### src/lrc_pkg.sv
// Purpose: constants and carrier types for the linear regulator control registers
// Assumes: byte-wide register access from a serial control engine on the same clock
// Notes: reset values are the power-up defaults of every field
package lrc_pkg;

   // ----------------------------------------
   // register addresses
   // ----------------------------------------
   localparam logic [7:0] ADDR_REGULATOR_ENABLE = 8'h0b;
   localparam logic [7:0] ADDR_REG_ONE_TWO_SETTING = 8'h0c;
   localparam logic [7:0] ADDR_REG_THREE_SETTING = 8'h0d;
   localparam logic [7:0] ADDR_REG_FOUR_SETTING = 8'h0e;
   localparam logic [7:0] ADDR_REG_FIVE_SETTING = 8'h0f;
   localparam logic [7:0] ADDR_GPIO_THREE_CONFIG = 8'h1c;

   // ----------------------------------------
   // field positions
   // ----------------------------------------
   localparam int EN_REG_ONE_ON_BIT = 7;
   localparam int EN_REG_FIVE_ON_BIT = 3;
   localparam int EN_SUBSCRIBER_LEVEL_BIT = 2;
   localparam int EN_SUBSCRIBER_ON_BIT = 1;
   localparam int EN_BACKUP_ON_BIT = 0;
   localparam int ONE_TWO_ONE_DISCH_BIT = 7;
   localparam int ONE_TWO_ONE_SET_MSB = 6;
   localparam int ONE_TWO_ONE_SET_LSB = 4;
   localparam int ONE_TWO_TWO_DISCH_BIT = 3;
   localparam int ONE_TWO_TWO_SET_MSB = 2;
   localparam int ONE_TWO_TWO_SET_LSB = 0;
   localparam int STEP_DISCH_BIT = 7;
   localparam int STEP_CODE_MSB = 6;
   localparam int GPIO_REG_ZERO_ON_BIT = 5;
   localparam int NUM_SWITCHED = 5;

   // ----------------------------------------
   // power-up defaults
   // ----------------------------------------
   // regs one..five on, subscriber 1.8 V and off, backup on
   localparam logic [7:0] RST_REGULATOR_ENABLE = 8'hfd;
   // both discharge switches enabled, 100 = 2.85 V, 111 = 3.3 V
   localparam logic [7:0] RST_REG_ONE_TWO_SETTING = 8'hcf;
   // discharge enabled, step 1 = 1.25 V
   localparam logic [7:0] RST_REG_THREE_SETTING = 8'h81;
   // discharge enabled, step 60 = 2.754 V
   localparam logic [7:0] RST_REG_FOUR_SETTING = 8'hbc;
   // discharge enabled, step 62 = 2.805 V
   localparam logic [7:0] RST_REG_FIVE_SETTING = 8'hbe;
   // fixed regulator zero off, other pin bits cleared
   localparam logic [7:0] RST_GPIO_THREE_CONFIG = 8'h00;
   localparam logic [7:0] UNMAPPED_READ = 8'h00;

   // ----------------------------------------
   // carriers
   // ----------------------------------------
   typedef struct packed {
      logic [7:0] addr;
      logic write;
      logic read;
      logic [7:0] wdata;
   } lrc_req_t;

   typedef struct packed {
      logic [NUM_SWITCHED-1:0] regOn;          // [0] = regulator one
      logic [NUM_SWITCHED-1:0] regDischarge;   // discharge switch closed
      logic subscriberRegOn;
      logic subscriberRegLevel;                // 1 = 1.8 V, 0 = 3 V
      logic backupRegOn;
      logic regZeroOn;
      logic [2:0] regOneSet;
      logic [2:0] regTwoSet;
      logic [6:0] regThreeSet;
      logic [6:0] regFourSet;
      logic [6:0] regFiveSet;
   } lrc_ctrl_t;

endpackage : lrc_pkg

### src/lrc_regs.sv
// Purpose: linear regulator control register bank with decoded regulator controls
// Assumes: requests come from the serial protocol engine on clk, one per cycle at most
// Notes: read data appears one edge after the access that causes it, controls two edges after
`timescale 1ns/100ps
module lrc_regs (
   input wire logic clk,
   input wire logic resetn,
   input wire lrc_pkg::lrc_req_t req,
   output lrc_pkg::lrc_ctrl_t ctrl,
   output logic [7:0] rdData,
   output logic rdValid
);
   import lrc_pkg::*;

   // ----------------------------------------
   // storage
   // ----------------------------------------
   logic [7:0] regulatorEnable;
   logic [7:0] regOneTwoSetting;
   logic [7:0] regThreeSetting;
   logic [7:0] regFourSetting;
   logic [7:0] regFiveSetting;
   logic [7:0] gpioThreeConfig;

   // ----------------------------------------
   // address decode
   // ----------------------------------------
   wire hitEnable = (req.addr == ADDR_REGULATOR_ENABLE);
   wire hitOneTwo = (req.addr == ADDR_REG_ONE_TWO_SETTING);
   wire hitThree = (req.addr == ADDR_REG_THREE_SETTING);
   wire hitFour = (req.addr == ADDR_REG_FOUR_SETTING);
   wire hitFive = (req.addr == ADDR_REG_FIVE_SETTING);
   wire hitGpio = (req.addr == ADDR_GPIO_THREE_CONFIG);
   wire anyHit = hitEnable | hitOneTwo | hitThree | hitFour | hitFive | hitGpio;

   // ----------------------------------------
   // read select
   // ----------------------------------------
   // hits are one-hot, so the read path is a plain or of masked bytes
   wire [7:0] readEnable = {8{hitEnable}} & regulatorEnable;
   wire [7:0] readOneTwo = {8{hitOneTwo}} & regOneTwoSetting;
   wire [7:0] readThree = {8{hitThree}} & regThreeSetting;
   wire [7:0] readFour = {8{hitFour}} & regFourSetting;
   wire [7:0] readFive = {8{hitFive}} & regFiveSetting;
   wire [7:0] readGpio = {8{hitGpio}} & gpioThreeConfig;
   // unmapped addresses read as zero and swallow writes
   wire [7:0] readUnmapped = {8{~anyHit}} & UNMAPPED_READ;
   wire [7:0] next_rdData = readEnable | readOneTwo | readThree | readFour |
      readFive | readGpio | readUnmapped;

   // ----------------------------------------
   // write strobes
   // ----------------------------------------
   // a write that hits no strobe is dropped without a trace
   wire wrEnable = req.write & hitEnable;
   wire wrOneTwo = req.write & hitOneTwo;
   wire wrThree = req.write & hitThree;
   wire wrFour = req.write & hitFour;
   wire wrFive = req.write & hitFive;
   wire wrGpio = req.write & hitGpio;

   // ----------------------------------------
   // register writes
   // ----------------------------------------
   // each byte holds until rewritten or reset
   always_ff @(posedge clk or negedge resetn) begin
      if (!resetn) begin
         regulatorEnable <= RST_REGULATOR_ENABLE;
      end else if (wrEnable) begin
         regulatorEnable <= req.wdata;
      end
   end

   always_ff @(posedge clk or negedge resetn) begin
      if (!resetn) begin
         regOneTwoSetting <= RST_REG_ONE_TWO_SETTING;
      end else if (wrOneTwo) begin
         regOneTwoSetting <= req.wdata;
      end
   end

   always_ff @(posedge clk or negedge resetn) begin
      if (!resetn) begin
         regThreeSetting <= RST_REG_THREE_SETTING;
      end else if (wrThree) begin
         regThreeSetting <= req.wdata;
      end
   end

   always_ff @(posedge clk or negedge resetn) begin
      if (!resetn) begin
         regFourSetting <= RST_REG_FOUR_SETTING;
      end else if (wrFour) begin
         regFourSetting <= req.wdata;
      end
   end

   always_ff @(posedge clk or negedge resetn) begin
      if (!resetn) begin
         regFiveSetting <= RST_REG_FIVE_SETTING;
      end else if (wrFive) begin
         regFiveSetting <= req.wdata;
      end
   end

   always_ff @(posedge clk or negedge resetn) begin
      if (!resetn) begin
         gpioThreeConfig <= RST_GPIO_THREE_CONFIG;
      end else if (wrGpio) begin
         gpioThreeConfig <= req.wdata;
      end
   end

   // ----------------------------------------
   // read port
   // ----------------------------------------
   always_ff @(posedge clk or negedge resetn) begin
      if (!resetn) begin
         rdValid <= 1'b0;
      end else begin
         rdValid <= req.read;
      end
   end

   always_ff @(posedge clk or negedge resetn) begin
      if (!resetn) begin
         rdData <= UNMAPPED_READ;
      end else if (req.read) begin
         rdData <= next_rdData;
      end
   end

   // ----------------------------------------
   // field decode
   // ----------------------------------------
   wire [NUM_SWITCHED-1:0] onBits;
   wire [NUM_SWITCHED-1:0] dischEnable;
   wire lrc_ctrl_t next_ctrl;

   assign dischEnable = {regFiveSetting[STEP_DISCH_BIT],
                         regFourSetting[STEP_DISCH_BIT],
                         regThreeSetting[STEP_DISCH_BIT],
                         regOneTwoSetting[ONE_TWO_TWO_DISCH_BIT],
                         regOneTwoSetting[ONE_TWO_ONE_DISCH_BIT]};

   genvar i;
   generate
      for (i = 0; i < NUM_SWITCHED; i++) begin : g_sw
         // bit 7 is regulator one, so index runs downward in the register
         assign onBits[i] = regulatorEnable[EN_REG_ONE_ON_BIT - i];
         // switch closes only while the regulator is off, never fighting the pass device
         assign next_ctrl.regDischarge[i] = dischEnable[i] & ~onBits[i];
      end
   endgenerate

   assign next_ctrl.regOn = onBits;
   assign next_ctrl.subscriberRegOn = regulatorEnable[EN_SUBSCRIBER_ON_BIT];
   assign next_ctrl.backupRegOn = regulatorEnable[EN_BACKUP_ON_BIT];
   assign next_ctrl.subscriberRegLevel = regulatorEnable[EN_SUBSCRIBER_LEVEL_BIT];
   assign next_ctrl.regZeroOn = gpioThreeConfig[GPIO_REG_ZERO_ON_BIT];
   assign next_ctrl.regOneSet =
      regOneTwoSetting[ONE_TWO_ONE_SET_MSB:ONE_TWO_ONE_SET_LSB];
   assign next_ctrl.regTwoSet =
      regOneTwoSetting[ONE_TWO_TWO_SET_MSB:ONE_TWO_TWO_SET_LSB];
   assign next_ctrl.regThreeSet = regThreeSetting[STEP_CODE_MSB:0];
   assign next_ctrl.regFourSet = regFourSetting[STEP_CODE_MSB:0];
   assign next_ctrl.regFiveSet = regFiveSetting[STEP_CODE_MSB:0];

   // ----------------------------------------
   // registered controls
   // ----------------------------------------
   // one cycle of lag keeps analog controls glitch free
   // controls sit at zero in reset, so every supply is off until release
   logic [NUM_SWITCHED-1:0] regulatorOn;
   logic [NUM_SWITCHED-1:0] switchClosed;
   logic subscriberOn;
   logic subscriberLevel;
   logic backupOn;
   logic zeroOn;
   logic [2:0] oneSet;
   logic [2:0] twoSet;
   logic [6:0] threeSet;
   logic [6:0] fourSet;
   logic [6:0] fiveSet;

   always_ff @(posedge clk or negedge resetn) begin
      if (!resetn) begin
         regulatorOn <= '0;
      end else begin
         regulatorOn <= next_ctrl.regOn;
      end
   end

   always_ff @(posedge clk or negedge resetn) begin
      if (!resetn) begin
         switchClosed <= '0;
      end else begin
         switchClosed <= next_ctrl.regDischarge;
      end
   end

   always_ff @(posedge clk or negedge resetn) begin
      if (!resetn) begin
         subscriberOn <= 1'b0;
      end else begin
         subscriberOn <= next_ctrl.subscriberRegOn;
      end
   end

   always_ff @(posedge clk or negedge resetn) begin
      if (!resetn) begin
         subscriberLevel <= 1'b0;
      end else begin
         subscriberLevel <= next_ctrl.subscriberRegLevel;
      end
   end

   always_ff @(posedge clk or negedge resetn) begin
      if (!resetn) begin
         backupOn <= 1'b0;
      end else begin
         backupOn <= next_ctrl.backupRegOn;
      end
   end

   always_ff @(posedge clk or negedge resetn) begin
      if (!resetn) begin
         zeroOn <= 1'b0;
      end else begin
         zeroOn <= next_ctrl.regZeroOn;
      end
   end

   always_ff @(posedge clk or negedge resetn) begin
      if (!resetn) begin
         oneSet <= '0;
      end else begin
         oneSet <= next_ctrl.regOneSet;
      end
   end

   always_ff @(posedge clk or negedge resetn) begin
      if (!resetn) begin
         twoSet <= '0;
      end else begin
         twoSet <= next_ctrl.regTwoSet;
      end
   end

   always_ff @(posedge clk or negedge resetn) begin
      if (!resetn) begin
         threeSet <= '0;
      end else begin
         threeSet <= next_ctrl.regThreeSet;
      end
   end

   always_ff @(posedge clk or negedge resetn) begin
      if (!resetn) begin
         fourSet <= '0;
      end else begin
         fourSet <= next_ctrl.regFourSet;
      end
   end

   always_ff @(posedge clk or negedge resetn) begin
      if (!resetn) begin
         fiveSet <= '0;
      end else begin
         fiveSet <= next_ctrl.regFiveSet;
      end
   end

   // ----------------------------------------
   // control outputs
   // ----------------------------------------
   assign ctrl = '{
      regOn: regulatorOn,
      regDischarge: switchClosed,
      subscriberRegOn: subscriberOn,
      subscriberRegLevel: subscriberLevel,
      backupRegOn: backupOn,
      regZeroOn: zeroOn,
      regOneSet: oneSet,
      regTwoSet: twoSet,
      regThreeSet: threeSet,
      regFourSet: fourSet,
      regFiveSet: fiveSet
   };

endmodule : lrc_regs

### config.mk
export PLATFORM = sky130hd
export DESIGN_NAME = lrc_regs
export DESIGN_NICKNAME = d
export VERILOG_FILES = /design/src/lrc_pkg.sv /design/src/lrc_regs.sv
export SDC_FILE = /design/constraint.sdc
export NUM_CORES = 1
export LEC_CHECK = 0
export BUFFER_PORTS_ARGS = -buffer_cell sky130_fd_sc_hd__buf_2
export CAP_MARGIN = 20
export CORE_MARGIN = 2
export CORE_UTILIZATION = 29
export DETAILED_ROUTE_END_ITERATION = 8
export HOLD_SLACK_MARGIN = 0.08
export PLACE_DENSITY = 0.49
export SETUP_SLACK_MARGIN = 0.02
export SLEW_MARGIN = 20
export SYNTH_ARGS = -nofsm -noshare
export SYNTH_HDL_FRONTEND = slang
export SYNTH_SLANG_ARGS = --single-unit
### constraint.sdc
create_clock -name clk -period 2.85 [get_ports clk]
set_clock_uncertainty 0.05 [all_clocks]
set_input_delay 0 -clock clk [delete_from_list [all_inputs] [get_ports clk]]
set_output_delay 0 -clock clk [all_outputs]
set_load 0.01 [all_outputs]
==> results.yml <==
final_layout:
  regArea_um2: 2480
  layout_common_cells: "72 x dfrtp_1, 68 x buf_2, 47 x mux2_2, 26 x dfstp_2, 16 x mux2i_1"
  final_net_count: 349
  final_common_cell: "dfrtp_1"
  diodes: 0
  multiInputGateArea_um2: 1160
  n_fill_cell: 1289
  drive_gt1_share_pct: 50.0
  design_area_um2: 4680
  area_growth_pct: 24.9
worst_setup_path:
  worstReg2RegEnd: "rdData[4]$_DFFE_PN0P_"
  crit_fanout: 16
  critPathLaunchType: "input port"
  cp-end-kind: "flip-flop"
  crit_start: "req[12]"
  crit_type: "input port to flip-flop"
  reg2reg_depth: 4
  cp_data_arrival_time_ps: 1840
  cp.required_ps: 3020
  crit_end: "regOneTwoSetting[4]$_DFFE_PN0P_"
  r2r_slack_ps: 1430
  timing.rr.start: "regThreeSetting[4]$_DFFE_PN0P_"
floorplanning:
  die_height_um: 118
  initial_core_util_pct: 29.7
  core_region_area_um2: 12600
  fp.dieW_um: 118
  io-pin-count: 70
  rows: 41
  die_area_um2: 13800
place:
  post_dp_cell_area_um2: 4260
  io_buffers: 69
  dp_hpwl_um: 5800
  dpl_worst_slack_ps: 829
  gp_congestion: 0.787
timing:
  slew_headroom_pct: 50.4
  fmax_mhz: 598
  finalCriticalPeriod_ps: 1670
  drv_slew: 0
  worst_pin_slew_ps: 742
  setup-tns-final_ps: 0
  fin_crit_sh_pct: 58.7
  fin_ws_ps: 1180
  rsz0062_at_grt: "no"
  final_hold_viol_count: 0
  setup-violations-final: 0
grt:
  overflow: 0
  grt_pass1_vias: 2426
  grt_max_degree: 80
  antenna_found_initial: 0
  grt_pass1_wl_um: 14100
  grt_usage_pct: 13.4
yosys:
  ys_ff_latch: 98
  synth_area_um2: 3740
  synth_top_area_share_pct: 48.1
  syn_nets: 269
  ys_types: 31
  async_flop_share_pct: 100
  synthCells: 249
  synth_area_leaders: "dfrtp_1 48%, dfstp_2 18%, mux2_2 14%, mux2i_1 4.3%, o22ai_1 1.3%"
  synthFlopType: "dfrtp_1"
  yosys.area.top_type: "dfrtp_1"
  synth-edff-count: 0
  synth.yosys.seq_area_share_pct: 66.4
  synth.avg_cell_area_um2: 15.0
  yosysWarnings: 0
clock_tree:
  cts_setup_buffers: 0
  numCtsBuffers: 9
  clkSinkCount: 98
  clockBufferDepth: 2
  clk_latency_ps: 330
  clk_pin_slew_ps: 60
  cts_root_buf: "clkbuf_16"
  cts_tree: "yes"
  htreeDepth: 3
pwr:
  switching_share_pct: 21.5
  p_int_mw: 2.31
  leakagePower_nw: 2.28
  ir_drop_v: 0.000238
  clkPwrFrac_pct: 42.0
  pwr-share-seq_pct: 51.2
  p_sw_mw: 0.633
  powerDensity_nw_per_um2: 629
  power_frac_comb_pct: 6.8
  finalPower_mw: 2.94
worst_hold_path:
  hp-class: "input port to flip-flop"
status:
  status: "finished, final reports clean"
drt:
  final_antenna_net_count: 0
  firstDrtPassIters: 4
  drt-total-wl_um: 8730
  drc: 0
  via_per_inst: 4.48
  wl_per_cell_um: 17.2
  first_iter_violations: 127
  vias: 2268
run:
  max_cap_viol_count: 0
per-layer routing:
metal	vias up	part of all wire, %	global-route usage, %
met3	7	3.4	3.20
met5	-	0	0
met2	51	45	19.7
met4	0	1.0	3.84
li1	1043	-	-
met1	1167	50	19.6
registers in the layout (all words and copies together), names as in the netlist, 3 cells and up:
register,count
regFourSetting,8
regulatorOn,5
regFiveSetting,8
regulatorEnable,8
regThreeSetting,8
twoSet,3
fiveSet,7
regOneTwoSetting,8
rdData,8
fourSet,7
switchClosed,5
oneSet,3
gpioThreeConfig,8
threeSet,7
Yosys cell counts, drive strengths merged (2+ instances only):
cell     instances
dfrtp           72
nand3            2
mux2            48
buf             11
a21oi            5
nor3             8
a2111oi          3
o22ai            8
a31oi            3
mux2i           16
a211oi           2
nand2           10
nor2            10
a311oi           2
dfstp           26
nand4b           2
nor2b            5
o21ai            3
inv              7
nand4bb          2
cell families after synthesis:
kind of cell	synth area share (%)
compound gates	4.48
buf+inv	2.54
flops	66.4
mux	18.7
simple gates	7.86
power by group through the flow:
stage	Clock [mW]	Combinational [mW]	Sequential, mW
after CTS	1.27	0.205	1.51
after global placement	0	0.191	1.53
final	1.23	0.200	1.51
after global routing	1.34	0.223	1.51
after floorplan	0	0.0821	1.53
after detailed placement	0	0.193	1.53
cell type report:
type | count | share of cell area, %
clock buffer | 14 | 5.86
clock inverter | 2 | 0.749
inverter | 7 | 0.562
multi-input combinational | 132 | 24.9
sequential | 98 | 53.1
tap | 172 | 4.60
timing repair buffer | 81 | 10.2
critical path, stage by stage:
cell and delay (ps):
buf_2 350, nand4bb_1 460, nor3_4 630, mux2_2 400
stage by stage:
step / hold slack [ps] / utilization [%] / instances
finish: 99.6 / 37.1 / 506
global route: 132 / 37.1 / 506
CTS: 91.1 / 37.1 / 506
detailed placement: -149 / 33.7 / 479
global placement: -154 / 33.7 / 479
floorplan: -346 / - / 249
repair_timing:
action,4_1_cts,5_1_grt
hold endpoints to repair,131,0
hold buffers,11,0
resized for setup,0,0
worst min path at each step:
stage                                       end     from  slack [ps]  depth (start not counted)
after global placement    threeSet[0]$_DFF_PN0_   resetn        -150                          1
final                     rdData[5]$_DFFE_PN0P_  req[16]         100                          5
after floorplan              backupOn$_DFF_PN0_   resetn        -350                          0
after global routing      rdData[2]$_DFFE_PN0P_  req[16]         130                          5
after CTS                 rdData[2]$_DFFE_PN0P_  req[17]          90                          5
after detailed placement  threeSet[0]$_DFF_PN0_   resetn        -150                          1
Note: power is estimated with default switching activity, not from simulation.
